**config.mk**
```make
export PLATFORM = sky130hd
export DESIGN_NAME = pclt_timer
export DESIGN_NICKNAME = d
export VERILOG_FILES = /design/src/pclt_pkg.sv /design/src/pclt_sync.sv /design/src/pclt_prescaler.sv /design/src/pclt_timer.sv
export VERILOG_INCLUDE_DIRS = /design/src
export SDC_FILE = /design/constraint.sdc
export NUM_CORES = 1
export LEC_CHECK = 0
export ABC_AREA = 1
export CAP_MARGIN = 30
export CELL_PAD_IN_SITES_DETAIL_PLACEMENT = 0
export CELL_PAD_IN_SITES_GLOBAL_PLACEMENT = 1
export CORE_ASPECT_RATIO = 0.7
export CORE_MARGIN = 5
export CORE_UTILIZATION = 45
export CTS_BUF_LIST = sky130_fd_sc_hd__clkbuf_2 sky130_fd_sc_hd__clkbuf_4 sky130_fd_sc_hd__clkbuf_8
export CTS_CLUSTER_SIZE = 20
export DETAILED_ROUTE_END_ITERATION = 7
export DONT_BUFFER_PORTS = 1
export PLACE_DENSITY = 0.84
export SLEW_MARGIN = 20
export SYNTH_ARGS = -nofsm -noshare
export SYNTH_HDL_FRONTEND = slang
export SYNTH_HIERARCHICAL = 1
export SYNTH_SLANG_ARGS = --single-unit
```
**constraint.sdc**
```tcl
create_clock -name CLK_I -period 2.57 [get_ports CLK_I]
set_input_delay 0.514 -clock CLK_I [delete_from_list [all_inputs] [get_ports CLK_I]]
set_output_delay 0.514 -clock CLK_I [all_outputs]
set_load 0.1 [all_outputs]
```
**src/pclt_cfg.svh**
```systemverilog
// Register offsets, field positions, reset values and timing figures of the countdown timer
`ifndef PCLT_CFG_SVH
`define PCLT_CFG_SVH

// Register map, 6-bit register address
`define PCLT_ADDR_W            6
`define PCLT_OFS_MODE          6'h2A
`define PCLT_OFS_PRESCALE_LO   6'h2B
`define PCLT_OFS_RELOAD_HI     6'h2C
`define PCLT_OFS_RELOAD_LO     6'h2D
`define PCLT_OFS_COUNT_HI      6'h2E
`define PCLT_OFS_COUNT_LO      6'h2F

// Reset values
`define PCLT_RST_MODE          8'h00
`define PCLT_RST_PRESCALE_LO   8'h00
`define PCLT_RST_RELOAD        16'h0000
`define PCLT_RST_COUNT         16'h0000
`define PCLT_RDATA_UNMAPPED    8'h00

// Mode register fields
`define PCLT_MODE_PSTART_BIT   7
`define PCLT_MODE_GATE_HI      6
`define PCLT_MODE_GATE_LO      5
`define PCLT_MODE_RELOAD_BIT   4
`define PCLT_MODE_PRE_HI       3
`define PCLT_MODE_PRE_LO       0

// Received bits after which single-receive protocol mode stops the timer
`define PCLT_RX_STOP_BITS      3'h5

// Timer reference and system clock, both in kHz
`define PCLT_CLK_KHZ           250000
`define PCLT_REF_KHZ           13560

`endif

```
**src/pclt_pkg.sv**
```systemverilog
// Types shared by the countdown timer modules
package pclt_pkg;

  // Gating source selection
  typedef enum logic [1:0] {
    PCLT_GATE_NONE = 2'h0,
    PCLT_GATE_EXT  = 2'h1,
    PCLT_GATE_AUX  = 2'h2,
    PCLT_GATE_RSVD = 2'h3
  } pclt_gate_t;

  // Timer run state
  typedef enum logic {
    PCLT_IDLE,
    PCLT_RUN
  } pclt_state_t;

endpackage

```
**src/pclt_sync.sv**
```systemverilog
// Two-flop synchroniser for a level from an asynchronous pin
`timescale 1ns/1ps
`default_nettype none

module pclt_sync (
  input  wire logic clk_i,
  input  wire logic rst_i,
  input  wire logic async_i,
  output var  logic sync_o
);

  logic meta_ff;

  // First stage feeds only the second stage
  always_ff @(posedge clk_i) begin
    if (rst_i) begin
      meta_ff <= 1'b0;
      sync_o  <= 1'b0;
    end else begin
      meta_ff <= async_i;
      sync_o  <= meta_ff;
    end
  end

endmodule

`default_nettype wire

```
**src/pclt_prescaler.sv**
```systemverilog
// Timer reference generator and odd/even prescaler producing one-cycle timer ticks
`timescale 1ns/1ps
`default_nettype none

`include "pclt_cfg.svh"

module pclt_prescaler #(
  parameter int PRE_W = 12
) (
  input  wire logic             clk_i,
  input  wire logic             rst_i,
  input  wire logic             restart_i,
  input  wire logic             enable_i,
  input  wire logic             even_i,
  input  wire logic [PRE_W-1:0] prescale_i,
  output var  logic             tick_o
);

  localparam logic [17:0] REF_STEP = 18'(`PCLT_REF_KHZ);
  localparam logic [17:0] REF_WRAP = 18'(`PCLT_CLK_KHZ);

  logic [17:0]    phase_ff;
  logic [18:0]    phase_sum;
  logic           ref_en_ff;
  logic [PRE_W:0] div_cnt_ff;
  logic [PRE_W:0] div_last;

  // One extra bit so the sum near the wrap point cannot overflow the compare
  assign phase_sum = {1'b0, phase_ff} + {1'b0, REF_STEP};

  // Fractional accumulator: average rate of ref_en_ff is the reference frequency
  always_ff @(posedge clk_i) begin
    if (rst_i) begin
      phase_ff  <= 18'h0_0000;
      ref_en_ff <= 1'b0;
    end else if (phase_sum >= {1'b0, REF_WRAP}) begin
      phase_ff  <= 18'(phase_sum - {1'b0, REF_WRAP});
      ref_en_ff <= 1'b1;
    end else begin
      phase_ff  <= phase_sum[17:0];
      ref_en_ff <= 1'b0;
    end
  end

  // Divisor minus one: 2P for odd mode, 2P+1 for even mode
  assign div_last = {prescale_i, even_i};

  // Count reference pulses; tick when the divisor is reached
  always_ff @(posedge clk_i) begin
    if (rst_i || restart_i) begin
      div_cnt_ff <= '0;
      tick_o     <= 1'b0;
    end else if (enable_i && ref_en_ff) begin
      if (div_cnt_ff >= div_last) begin
        div_cnt_ff <= '0;
        tick_o     <= 1'b1;
      end else begin
        div_cnt_ff <= div_cnt_ff + 1'b1;
        tick_o     <= 1'b0;
      end
    end else begin
      tick_o <= 1'b0;
    end
  end

endmodule

`default_nettype wire

```
**src/pclt_timer.sv**
```systemverilog
// Protocol-linked countdown timer: registers, start/stop control, gating and down-counter
//
// What this block does
// - Protocol start set: every transmission end starts the timer.
// - Protocol start, single receive: stop after the fifth received bit.
// - Protocol start, multi receive: received bits never halt it; the stop command or expiry does.
// - Protocol start clear: transmit and receive events leave the timer alone.
// - Gating field: 00 free, 01 external pin, 10 auxiliary pin, 11 undefined.
// - Gated: running flag shows gate enable; flag never feeds the gate.
// - Auto reload set: reload from reload value and keep counting.
// - Auto reload clear: count to zero, then raise expiry interrupt.
// - Prescaler is mode bits 3..0 above the 8-bit low register.
// - Even option 0: tick = reference / (2*prescaler + 1).
// - Even option 1: tick = reference / (2*prescaler + 2).
// - Reload value held in high and low 8-bit read-write registers.
// - Each start copies the 16-bit reload value into the counter.
// - Reload writes take effect at the next start or auto reload, never mid-count.
// - Counter value readable as two 8-bit registers.
// - Counter high byte read-only at 2Eh, low byte at 2Fh.
`timescale 1ns/1ps
`default_nettype none

`include "pclt_cfg.svh"

module pclt_timer
  import pclt_pkg::*;
#(
  parameter int PRE_W = 12,
  parameter int CNT_W = 16
) (
  input  wire logic                    CLK_I,
  input  wire logic                    SYS_RST_I,
  // Register port
  input  wire logic [`PCLT_ADDR_W-1:0] REG_ADDR_I,
  input  wire logic                    REG_WR_I,
  input  wire logic [7:0]              REG_WDATA_I,
  input  wire logic                    REG_RD_I,
  output var  logic [7:0]              REG_RDATA_O,
  // Control bits held in neighbouring units
  input  wire logic                    EVEN_PRESCALE_OPTION_I,
  input  wire logic                    MULTI_FRAME_RECEIVE_I,
  input  wire logic                    TIMER_STOP_COMMAND_I,
  input  wire logic                    TIMER_START_COMMAND_I,
  // Protocol events, same clock
  input  wire logic                    TX_DONE_I,
  input  wire logic                    RX_BIT_I,
  // Gate pins, asynchronous
  input  wire logic                    EXTERNAL_GATE_INPUT_I,
  input  wire logic                    AUXILIARY_PIN_ONE_I,
  // Status
  output var  logic                    TIMER_RUNNING_FLAG_O,
  output var  logic                    TIMER_EXPIRED_IRQ_O
);

  // Configuration registers
  logic [7:0]       mode_ff;
  logic [7:0]       prescale_lo_ff;
  logic [CNT_W-1:0] reload_ff;

  // Timer state
  pclt_state_t      state_ff;
  logic [CNT_W-1:0] count_ff;
  logic [2:0]       rx_bits_ff;

  // Decoded fields
  logic             protocol_start_enable;
  pclt_gate_t       gating_select;
  logic             auto_reload_enable;
  logic [PRE_W-1:0] prescale_value;

  // Synchronised pins and derived controls
  logic             ext_gate_s;
  logic             aux_gate_s;
  logic             gate_open;
  logic             start_evt;
  logic             rx_stop_evt;
  logic             stop_evt;
  logic             tick;
  logic             count_en;
  logic             nxt_running;

  assign protocol_start_enable = mode_ff[`PCLT_MODE_PSTART_BIT];
  assign gating_select         = pclt_gate_t'(mode_ff[`PCLT_MODE_GATE_HI:`PCLT_MODE_GATE_LO]);
  assign auto_reload_enable    = mode_ff[`PCLT_MODE_RELOAD_BIT];
  // Upper nibble from the mode register, lower byte from its own register
  assign prescale_value = {mode_ff[`PCLT_MODE_PRE_HI:`PCLT_MODE_PRE_LO], prescale_lo_ff};

  // Gate pins come from outside the clock domain
  pclt_sync u_sync_ext (
    .clk_i   (CLK_I),
    .rst_i   (SYS_RST_I),
    .async_i (EXTERNAL_GATE_INPUT_I),
    .sync_o  (ext_gate_s)
  );

  pclt_sync u_sync_aux (
    .clk_i   (CLK_I),
    .rst_i   (SYS_RST_I),
    .async_i (AUXILIARY_PIN_ONE_I),
    .sync_o  (aux_gate_s)
  );

  // Gate decode; the undefined code is treated as ungated so the timer cannot hang
  always_comb begin
    unique case (gating_select)
      PCLT_GATE_NONE: gate_open = 1'b1;
      PCLT_GATE_EXT:  gate_open = ext_gate_s;
      PCLT_GATE_AUX:  gate_open = aux_gate_s;
      PCLT_GATE_RSVD: gate_open = 1'b1;
    endcase
  end

  // Start: software command, or transmission end only with protocol start set
  assign start_evt = TIMER_START_COMMAND_I | (protocol_start_enable & TX_DONE_I);

  // Fifth received bit stops the timer only in single-receive protocol mode
  assign rx_stop_evt = protocol_start_enable & ~MULTI_FRAME_RECEIVE_I & RX_BIT_I
                     & (rx_bits_ff == `PCLT_RX_STOP_BITS - 3'h1) & (state_ff == PCLT_RUN);

  // Stop command always halts, and wins over a start in the same cycle
  assign stop_evt = TIMER_STOP_COMMAND_I | rx_stop_evt;

  // Prescaler runs only while counting is allowed
  assign count_en = (state_ff == PCLT_RUN) & gate_open;

  pclt_prescaler #(
    .PRE_W (PRE_W)
  ) u_prescaler (
    .clk_i      (CLK_I),
    .rst_i      (SYS_RST_I),
    .restart_i  (start_evt),
    .enable_i   (count_en),
    .even_i     (EVEN_PRESCALE_OPTION_I),
    .prescale_i (prescale_value),
    .tick_o     (tick)
  );

  // Register writes; reset leaves every field at zero
  always_ff @(posedge CLK_I) begin
    if (SYS_RST_I) begin
      mode_ff        <= `PCLT_RST_MODE;
      prescale_lo_ff <= `PCLT_RST_PRESCALE_LO;
      reload_ff      <= `PCLT_RST_RELOAD;
    end else if (REG_WR_I) begin
      unique case (REG_ADDR_I)
        `PCLT_OFS_MODE:        mode_ff <= REG_WDATA_I;
        `PCLT_OFS_PRESCALE_LO: prescale_lo_ff <= REG_WDATA_I;
        `PCLT_OFS_RELOAD_HI:   reload_ff[CNT_W-1:8] <= REG_WDATA_I;
        `PCLT_OFS_RELOAD_LO:   reload_ff[7:0] <= REG_WDATA_I;
        default: ;  // Counter bytes are read-only; other offsets ignored
      endcase
    end
  end

  // Registered read data, one cycle after the read strobe
  always_ff @(posedge CLK_I) begin
    if (SYS_RST_I) begin
      REG_RDATA_O <= `PCLT_RDATA_UNMAPPED;
    end else if (REG_RD_I) begin
      unique case (REG_ADDR_I)
        `PCLT_OFS_MODE:        REG_RDATA_O <= mode_ff;
        `PCLT_OFS_PRESCALE_LO: REG_RDATA_O <= prescale_lo_ff;
        `PCLT_OFS_RELOAD_HI:   REG_RDATA_O <= reload_ff[CNT_W-1:8];
        `PCLT_OFS_RELOAD_LO:   REG_RDATA_O <= reload_ff[7:0];
        `PCLT_OFS_COUNT_HI:    REG_RDATA_O <= count_ff[CNT_W-1:8];
        `PCLT_OFS_COUNT_LO:    REG_RDATA_O <= count_ff[7:0];
        default:               REG_RDATA_O <= `PCLT_RDATA_UNMAPPED;
      endcase
    end
  end

  // Run state; zero with auto reload clear ends the run
  always_ff @(posedge CLK_I) begin
    if (SYS_RST_I) begin
      state_ff <= PCLT_IDLE;
    end else if (stop_evt) begin
      state_ff <= PCLT_IDLE;
    end else if (start_evt) begin
      state_ff <= PCLT_RUN;
    end else if (state_ff == PCLT_RUN && tick && count_ff == '0 && !auto_reload_enable) begin
      state_ff <= PCLT_IDLE;
    end
  end

  // Received-bit counter, cleared at each start so every frame counts afresh
  always_ff @(posedge CLK_I) begin
    if (SYS_RST_I || start_evt) begin
      rx_bits_ff <= 3'h0;
    end else if (RX_BIT_I && state_ff == PCLT_RUN && rx_bits_ff != `PCLT_RX_STOP_BITS) begin
      rx_bits_ff <= rx_bits_ff + 3'h1;
    end
  end

  // Down-counter; reload register is only sampled at a start or on auto reload
  always_ff @(posedge CLK_I) begin
    if (SYS_RST_I) begin
      count_ff <= `PCLT_RST_COUNT;
    end else if (stop_evt) begin
      count_ff <= count_ff;  // Halt freezes the value for software to read
    end else if (start_evt) begin
      count_ff <= reload_ff;
    end else if (state_ff == PCLT_RUN && tick) begin
      if (count_ff == '0) begin
        if (auto_reload_enable) begin
          count_ff <= reload_ff;
        end
      end else begin
        count_ff <= count_ff - 1'b1;
      end
    end
  end

  // Expiry pulse; the interrupt flag register itself lives in the interrupt unit
  always_ff @(posedge CLK_I) begin
    if (SYS_RST_I) begin
      TIMER_EXPIRED_IRQ_O <= 1'b0;
    end else begin
      TIMER_EXPIRED_IRQ_O <= ~stop_evt & ~start_evt & (state_ff == PCLT_RUN) & tick
                           & (count_ff == '0) & ~auto_reload_enable;
    end
  end

  // Running flag: in gated mode it follows the gate; it is never fed back to the gate
  assign nxt_running = (state_ff == PCLT_RUN) & gate_open;

  always_ff @(posedge CLK_I) begin
    if (SYS_RST_I) begin
      TIMER_RUNNING_FLAG_O <= 1'b0;
    end else begin
      TIMER_RUNNING_FLAG_O <= nxt_running;
    end
  end

endmodule

`default_nettype wire

```
==> flow_summary.ini, run 1 <==
[power_and_ir_drop]
pwr_density_cell_nw_per_um2 = 546.6
p_total_w = 0.003526
ir_drop_mv = 0.2606
p_leak_nw = 2.933

[worst_setup_path]
worstSetupPathType = flip-flop to flip-flop
critical-path-top-delay-family = simple AND/OR/NAND/NOR gates
startpoint_type = flip-flop
crit_slowest_cell = dfxtp_1
cp_max_fo = 16
r2r_end = u_prescaler/phase_ff[4]
crit_path_max_incr_delay_ps = 360
cp.buffers_inverters = 1
r2r_slack_ps = 280
rr_startpoint = u_prescaler/phase_ff[3]
crit_required_ps = 2840
reg2reg_depth = 10
crit_path_end_kind = flip-flop
cp_cell_sequence = inv_1, ha_1, xnor2_2, nand3_1, a21oi_4, nand3_1, nand3_4, nand3_4, nor2_1, nor2_1
critPathArrivalTime_ps = 2560

[drt]
ant_nets = 0
dr_total_vias = 5520
wire_per_inst_um = 14.14
vias_per_cell = 5.102
first_pass_iters = 6
drt-initial-drc-count = 473
drc_errors = 0
drt-total-wl_um = 15300

[job]
drv_cap = 0

[final_layout]
fillers = 1356
drive_above_1_share_pct = 11.57
final_nets = 961
fin_cells = 1082
diodes = 0
areaGrowthSynthToFinish_pct = 7.663
postLayoutCoreUtil_pct = 49.27

[logic_synthesis]
syn_inst = 904
ys_types = 41
synth_area_um2 = 5992
netlist.area_leader.share_pct = 32.07
synth_area_per_cell_um2 = 6.628
synth_edf_count = 0
synth_area_leaders = dfxtp_1 32%, nand2_1 13%, nand3_1 7.9%, inv_1 7.7%, a21oi_1 5.9%
seq_area_frac_synth_pct = 32.07
ys_warn_count = 6
synth-seq-cells = 96
synthesis.nets = 954
synth-main-ff-cell = dfxtp_1
synthArstFlopShare_pct = 0
yosysTopAreaCell = dfxtp_1

[timing]
finalSetupViolations = 0
worst_slew_pin_slew_ps = 695.7
finClkSkew_ps = 16.68
setup_tns_ps = 0
drv_slew = 0
rsz0062_at_grt = false
max_clock_freq_ghz = 0.4367
finalCritPeriodShare_pct = 89.11
slew_headroom_pct = 53.57
period_minus_slack_ps = 2290
finalHoldViolCount = 0

[hold_path]
min_path_type = primary input to flip-flop
hp-start = SYS_RST_I
worstHoldPathCells = 1
min_to = u_sync_ext/meta_ff

[placed_design]
dp_cells = 1066
gp_congestion = 0.8670
portBuffers = 0
dp_hpwl_um = 11690

[die]
core_area_um2 = 13090
start_util_pct = 45.76
die_width_um = 147.9
die_h_um = 106.5
die_area_um2 = 15760
num_rows = 35
num_io_pins = 36

[clocking]
clk_latency_ps = 380
clkSinkCount = 96
ctsLongestPathBuffers = 2
htreeDepth = 3
cts_buffers = 9
cts_tree = done
root_buffer = clkbuf_8
hold_buffers = 0
cts.clk_slew.worst_paths_ps = 100

[global_route]
grt_overflow = 0
grt_max_degree = 37
antenna_found_initial = 0
grt_pass1_wl_um = 25270
grt_use_total_pct = 19.82
grt_pass1_vias = 4900

[run_status]
outcome = completed
## cells in the final DEF (no fill, tap or decap), drive strengths merged, types with 11 or more instances in the layout
cell,Yosys,layout
nand4,23,23
nand2,235,235
ha,24,24
inv,128,131
nor2,107,107
buf,14,20
dfxtp,96,96
a21oi,79,79
nand3,100,100
o21ai,38,38
xor2,14,14
nor3,11,11
## per-stage QoR
stage | hold slack, ps | cell area, um^2 | setup WS [ps]
after CTS | 177.6 | 6422 | 189.2
final | 194.4 | 6451 | 279.8
after detailed placement | 392.7 | 6228 | 209.9
after global routing | 167.5 | 6451 | 18.75
after floorplan | 388.3 | 5992 | 378.3
after global placement | 396.1 | 6228 | 292.0
## worst reg2reg max path, cell delays in order (launching register included)
cell and delay [ps]:
dfxtp_1 360, inv_1 100, ha_1 280, xnor2_2 270, nand3_1 210, a21oi_4 210, nand3_1 130, nand3_4 170
nand3_4 240, nor2_1 170, nor2_1 60
## worst max path at each step
stage / startpoint / to / slack, ps / cells after the start
6_report: u_prescaler/phase_ff[3] / u_prescaler/phase_ff[4] / 280 / 10
3_3_place_gp: mode_ff[5] / u_prescaler/div_cnt_ff[12] / 290 / 15
5_1_grt: mode_ff[5] / u_prescaler/div_cnt_ff[12] / 20 / 15
2_1_floorplan: mode_ff[5] / u_prescaler/div_cnt_ff[12] / 380 / 15
3_5_place_dp: u_prescaler/phase_ff[3] / u_prescaler/phase_ff[4] / 210 / 10
4_1_cts: u_prescaler/phase_ff[3] / u_prescaler/phase_ff[4] / 190 / 10
## state kept, by name, summed over array words and instances (netlist names), 3 cells and up
name / cells
reload_ff: 16
u_prescaler/div_cnt_ff: 13
REG_RDATA_O: 8
u_prescaler/phase_ff: 15
count_ff: 16
prescale_lo_ff: 8
rx_bits_ff: 3
mode_ff: 8
## power breakdown
part / internal (W) / total [W] / switching, W
logic: 0.000313 / 0.000910 / 0.000597
registers: 0.00155 / 0.00163 / 0.0000762
clock network: 0.000389 / 0.000987 / 0.000598
## layout make-up
type | count | area (um^2) | share of cell area, %
multi-input combinational | 655 | 3478 | 53.92
inverter | 129 | 484.2 | 7.506
clock inverter | 6 | 62.56 | 0.9697
timing repair buffer | 20 | 162.7 | 2.521
sequential | 96 | 1924 | 29.83
clock buffer | 10 | 131.4 | 2.036
tap | 166 | 207.7 | 3.220
## metal layers
| layer | GRT usage (%) | share of wire, % | up-vias |
|---|---|---|---|
| li1 | - | - | 2915 |
| met1 | 32.18 | 55 | 2446 |
| met2 | 26.89 | 38 | 150 |
| met3 | 3.494 | 6.7 | 9 |
| met4 | 3.626 | 0.59 | 0 |
| met5 | 0 | 0 | - |
## synthesized netlist by cell type, types with 7 or more instances
| cell | instances |
|---|---|
| nand2_4 | 8 |
| a21oi_1 | 71 |
| ha_1 | 24 |
| nand3_1 | 94 |
| inv_1 | 123 |
| nor2_1 | 92 |
| nor2_2 | 11 |
| o21ai_0 | 33 |
| nand2_2 | 19 |
| dfxtp_1 | 96 |
| xor2_1 | 13 |
| a21oi_2 | 7 |
| buf_2 | 9 |
| nand2_1 | 208 |
| nor3_1 | 11 |
| clkbuf_1 | 10 |
| nand4_1 | 23 |
## cell families after synthesis
kind of cell / synth area share [%]
AND/OR/NAND/NOR: 38.05
XOR/XNOR: 2.903
AO/OA/AOI/OAI: 11.57
buffers and inverters: 10.40
adder cells (fa/ha/maj): 5.012
flip-flops: 32.07
## what timing repair did
item | 4_1_cts | 5_1_grt
endpoints found under the setup margin | 0 | 11
gates resized for setup | 0 | 8
buffers inserted | 0 | 0
Power figures use the tool's default switching activity.
==> run 2, diff against run 1 <==
CORE_MARGIN = 2   (was 5)
==> run 2 against run 1 <==
Wire length down 1.1%; sequential share of layout area down 0.29 points; clock power up 23%; design area up 0.85%; largest cell class unchanged.
==> flow_summary.ini, run 2 (synthesized netlist as in run 1, its figures left out) <==
[die]
start_util_pct = 45.76
num_rows = 35
num_io_pins = 36
die_area_um2 = 14270
die_h_um = 100.5
core_area_um2 = 13090
die_width_um = 141.9

[final_layout]
drive_above_1_share_pct = 11.56
areaGrowthSynthToFinish_pct = 8.582
layout_common_cells = 207 x nand2_1, 123 x inv_1, 96 x dfxtp_1, 94 x nand3_1, 91 x nor2_1
final_nets = 963
design_area_um2 = 6506
reg_top3 = count_ff: 16 flops, reload_ff: 16 flops, u_prescaler/phase_ff: 15 flops
diodes = 0
fillers = 1378
mostFrequentLayoutCell = nand2_1
postLayoutCoreUtil_pct = 49.69

[global_route]
antenna_found_initial = 0
grt_pass1_wl_um = 24430
grt_pass1_vias = 4692
grt_use_total_pct = 21.51
grt_overflow = 0
grt_max_degree = 37

[timing]
rsz0062_at_grt = false
worst_slew_pin_slew_ps = 700.7
period_minus_slack_ps = 2295
finalSetupViolations = 0
setup_tns_ps = 0
finalHoldViolCount = 0
finalCritPeriodShare_pct = 89.31
slew_headroom_pct = 53.23
max_clock_freq_ghz = 0.4357
finClkSkew_ps = 14.71
drv_slew = 0

[power_and_ir_drop]
p_sw_w = 0.001232
p_leak_nw = 2.967
internal_power_w = 0.002511
pwr_density_cell_nw_per_um2 = 575.3
p_clk_share_pct = 32.4
pwr-share-seq_pct = 43.4
ir_drop_mv = 0.3228
comb_power_share_pct = 24.1
swShare_pct = 32.91

[worst_setup_path]
rr_startpoint = u_prescaler/phase_ff[3]
startpoint_type = flip-flop
startpoint = u_prescaler/phase_ff[3]
crit_end = u_prescaler/phase_ff[5]
crit_required_ps = 2840
r2r_end = u_prescaler/phase_ff[5]
worstSetupPathType = flip-flop to flip-flop
cp_max_fo = 11
crit_path_end_kind = flip-flop
reg2reg_depth = 10
critPathArrivalTime_ps = 2560
r2r_slack_ps = 270

[clocking]
cts_buffers = 9
cts_tree = done
htreeDepth = 3
root_buffer = clkbuf_8
ctsLongestPathBuffers = 2
clk_latency_ps = 370
clkSinkCount = 96
cts.clk_slew.worst_paths_ps = 100

[run_status]
outcome = completed

[placed_design]
gp_congestion = 0.8506
dp_hpwl_um = 11390
placed_area_um2 = 6208
portBuffers = 0

[hold_path]
min_path_type = primary input to flip-flop

[drt]
vias_per_cell = 5.040
drt-total-wl_um = 15130
first_pass_iters = 5
dr_total_vias = 5458
wire_per_inst_um = 13.97
ant_nets = 0
drt-initial-drc-count = 417
drc_errors = 0

[job]
drv_cap = 0
run 2: changes by cell type in the layout (fill, tap and decap cells not counted), sizes merged:
cell	previous run	this run
bufinv	0	3
clkbuf	10	9
clkinv	4	3
nand3	100	101
buf	20	21
inv	131	129
run 2: worst min path at each step:
stage	start	cells after the start	to	slack (ps)
finish	SYS_RST_I	1	u_sync_ext/meta_ff	200
global route	SYS_RST_I	1	u_sync_ext/sync_o	170
CTS	SYS_RST_I	1	u_sync_ext/meta_ff	180
detailed placement	u_sync_ext/meta_ff	2	u_sync_ext/sync_o	400
global placement	u_sync_ext/meta_ff	2	u_sync_ext/sync_o	400
floorplan	u_sync_aux/meta_ff	2	u_sync_aux/sync_o	390
run 2: critical path, cell delays in order (launching register included):
cell and delay, ps:
dfxtp_1 370, inv_1 100, ha_1 270, xnor2_2 260, nand3_1 200, a21oi_4 200
nand3_1 140, nand3_4 180, nand3_2 240, nor2_1 180, nor2_1 60
run 2: stage by stage:
step	hold WS (ps)	cells	total power, W	worst slack, ps
floorplan	388.3	904	0.002395	378.3
global placement	396.7	1065	0.002556	205.4
detailed placement	397.1	1065	0.002548	115.5
CTS	182.6	1080	0.003758	93.76
global route	171.1	1083	0.003959	14.00
finish	196.4	1083	0.003743	274.7
run 2: layout make-up:
type | instances | area, um^2 | share of cell area (%)
multi-input cells | 656 | 3495 | 53.71
flip-flops and latches | 96 | 1922 | 29.54
inverters | 129 | 484.2 | 7.442
well taps | 166 | 207.7 | 3.192
repair buffers | 21 | 157.7 | 2.423
clock buffers | 9 | 123.9 | 1.904
clock inverters | 6 | 116.4 | 1.788
run 2: layer usage:
metal	vias to the layer above	track usage, %	wire length, um
met5	-	0	0
met3	15	4.181	750
met4	0	4.462	159
met1	2390	34.54	8556
li1	2919	-	-
met2	134	29.09	5665
run 2: repair_timing:
action                     4_1_cts  5_1_grt
setup endpoints to repair        0        5
buffers inserted                 0        2
resized for setup                0        7
hold buffers                     0        0
run 2: power by group through the flow:
stage | registers (W) | logic, W | clock network, W
after floorplan | 0.00165 | 0.000750 | 0
after global placement | 0.00166 | 0.000896 | 0
after detailed placement | 0.00166 | 0.000889 | 0
after CTS | 0.00162 | 0.000894 | 0.00124
after global routing | 0.00164 | 0.00102 | 0.00130
final | 0.00163 | 0.000904 | 0.00121
==> run 3, diff against run 2 <==
CORE_UTILIZATION = 43   (was 45)
SETUP_SLACK_MARGIN = 0.5   (was unset)
clock period = 2 ns   (was 2.57 ns; I/O delays follow)
==> run 3 against run 2 <==
The flow now finishes with violations (setup timing); clock power is 5% higher; setup slack worse by 380 ps; clock-buffer cell count grew 1; first-iteration DRC count grew 14%.
==> flow_summary.ini, run 3 (synthesized netlist as in run 1, its figures left out) <==
[run_status]
violations = setup timing
outcome = finished with violations

[final_layout]
layout_common_cells = 160 x nand2_1, 105 x inv_1, 86 x buf_4, 81 x nand3_1, 71 x nor2_1
areaGrowthSynthToFinish_pct = 37.29
mostFrequentLayoutCell = nand2_1
fin_cells = 1193
final_nets = 1048
postLayoutCoreUtil_pct = 59.69
reg_top3 = count_ff: 16 flops, reload_ff: 16 flops, u_prescaler/phase_ff: 15 flops
drive_above_1_share_pct = 38.19
diodes = 0

[drt]
dr_total_vias = 6060
drt-total-wl_um = 17970
first_pass_iters = 5
ant_nets = 0
drt-initial-drc-count = 474
wire_per_inst_um = 15.06
drc_errors = 0
vias_per_cell = 5.080

[clocking]
ctsLongestPathBuffers = 2
htreeDepth = 3
hold_buffers = 0
clkSinkCount = 96
clk_latency_ps = 380
cts.clk_slew.worst_paths_ps = 110
cts_tree = done
cts_buffers = 9
root_buffer = clkbuf_8

[power_and_ir_drop]
p_leak_nw = 3.555
pwr_density_cell_nw_per_um2 = 625.3
p_clk_share_pct = 24.7
swShare_pct = 36.85
p_total_w = 0.005144
p_sw_w = 0.001896
pwr-share-seq_pct = 40.8
ir_drop_mv = 0.3892
internal_power_w = 0.003248
comb_power_share_pct = 34.5

[global_route]
antenna_found_initial = 0
grt_overflow = 0
grt_max_degree = 42
grt_pass1_wl_um = 27440
grt_pass1_vias = 5216
grt_use_total_pct = 23.06

[worst_setup_path]
startpoint = mode_ff[5]
crit_slowest_cell = dfxtp_4
cp_cell_sequence = inv_4, ha_4, nor2_2, a21oi_2, nand2_2, buf_6, nor2_4, nand3_4, nor2_4, nand2_2, nor3_4, nand3_1, xor2_1, nor2_1
reg2reg_depth = 14
startpoint_type = flip-flop
critPathArrivalTime_ps = 2430
crit_path_end_kind = flip-flop
critical-path-top-delay-family = simple AND/OR/NAND/NOR gates
crit_end = u_prescaler/div_cnt_ff[11]
r2r_end = u_prescaler/div_cnt_ff[11]
crit_cells = 14
cp_max_fo = 3
crit_path_max_incr_delay_ps = 400
crit_required_ps = 2320
worstSetupPathType = flip-flop to flip-flop
cp.buffers_inverters = 2
rr_startpoint = mode_ff[5]
r2r_slack_ps = -100

[placed_design]
dp_cells = 1117
portBuffers = 0
gp_congestion = 0.8180
dp_hpwl_um = 12000

[die]
start_util_pct = 43.47
die_h_um = 102.8
core_area_um2 = 13780
num_io_pins = 36
die_area_um2 = 14910
die_width_um = 145.1
num_rows = 36

[timing]
rsz0062_at_grt = true
drv_slew = 0
finalHoldViolCount = 0
fin_ws_ps = -102.4
finalCritPeriodShare_pct = 105.1
worst_slew_pin_slew_ps = 548.8
setup_tns_ps = -285.0
finClkSkew_ps = 20.52
period_minus_slack_ps = 2102
slew_headroom_pct = 63.28
finalSetupViolations = 5
max_clock_freq_ghz = 0.4756
holdWs_ps = 72.66

[job]
drv_cap = 0

[hold_path]
min_path_type = primary input to flip-flop
-- run 3: cell types whose count changed in the layout (fill, tap and decap cells not counted), moves of 14 or more --
| cell | change |
|---|---|
| buf_4 | +65 |
| nand2_1 | -47 |
| dfxtp_1 | -42 |
| dfxtp_2 | +37 |
| nand2_2 | +34 |
| nor2_1 | -20 |
| ha_1 | -18 |
| ha_4 | +18 |
| inv_1 | -18 |
| a21oi_1 | -17 |
| nor2_4 | +16 |
| a21oi_2 | +15 |
| buf_6 | +14 |
-- run 3: worst min path at each step --
stage                       startpoint                  endpoint  depth (start not counted)
floorplan           u_sync_aux/meta_ff         u_sync_aux/sync_o                          2
global route                 SYS_RST_I  u_prescaler/phase_ff[14]                          1
finish                       SYS_RST_I        u_sync_aux/meta_ff                          1
CTS                          SYS_RST_I        u_sync_ext/meta_ff                          1
detailed placement  u_sync_ext/meta_ff         u_sync_ext/sync_o                          2
global placement    u_sync_ext/meta_ff         u_sync_ext/sync_o                          2
-- run 3: cell type report --
class	count	area (um^2)
repair buffers	104	905.9
fillers	1253	5557
clock inverters	6	62.56
clock buffers	10	131.4
inverters	129	509.2
well taps	190	237.7
multi-input cells	657	4382
flip-flops and latches	96	1987
repair inverters	1	11.26
-- run 3: routing by layer --
layer  global-route usage [%]  routed length (um)  vias up
met5                        0                   0        -
met2                    33.92                7516      173
li1                         -                   -     3107
met1                    35.58                9255     2772
met3                    3.850                1145        8
met4                    3.997                  51        0
-- run 3: power groups by stage --
stage                     registers [W]  logic (W)  clock network [W]
final                           0.00210    0.00177            0.00127
after global routing            0.00211    0.00194            0.00137
after CTS                       0.00209    0.00157            0.00131
after detailed placement        0.00213    0.00128                  0
after global placement          0.00213    0.00128                  0
after floorplan                 0.00212    0.00103                  0
-- run 3: stage by stage --
step	setup slack [ps]	instance area, um^2
after floorplan	-40.43	6227
after global placement	-66.37	6686
after detailed placement	-150.3	6686
after CTS	-29.60	7727
after global routing	-213.6	8227
final	-102.4	8227
-- run 3: what timing repair did --
action / 4_1_cts / 5_1_grt
setup buffers: 39 / 14
resized for setup: 147 / 94
setup endpoints to repair: 45 / 63
gates cloned: 6 / 1
pin swaps: 59 / 63
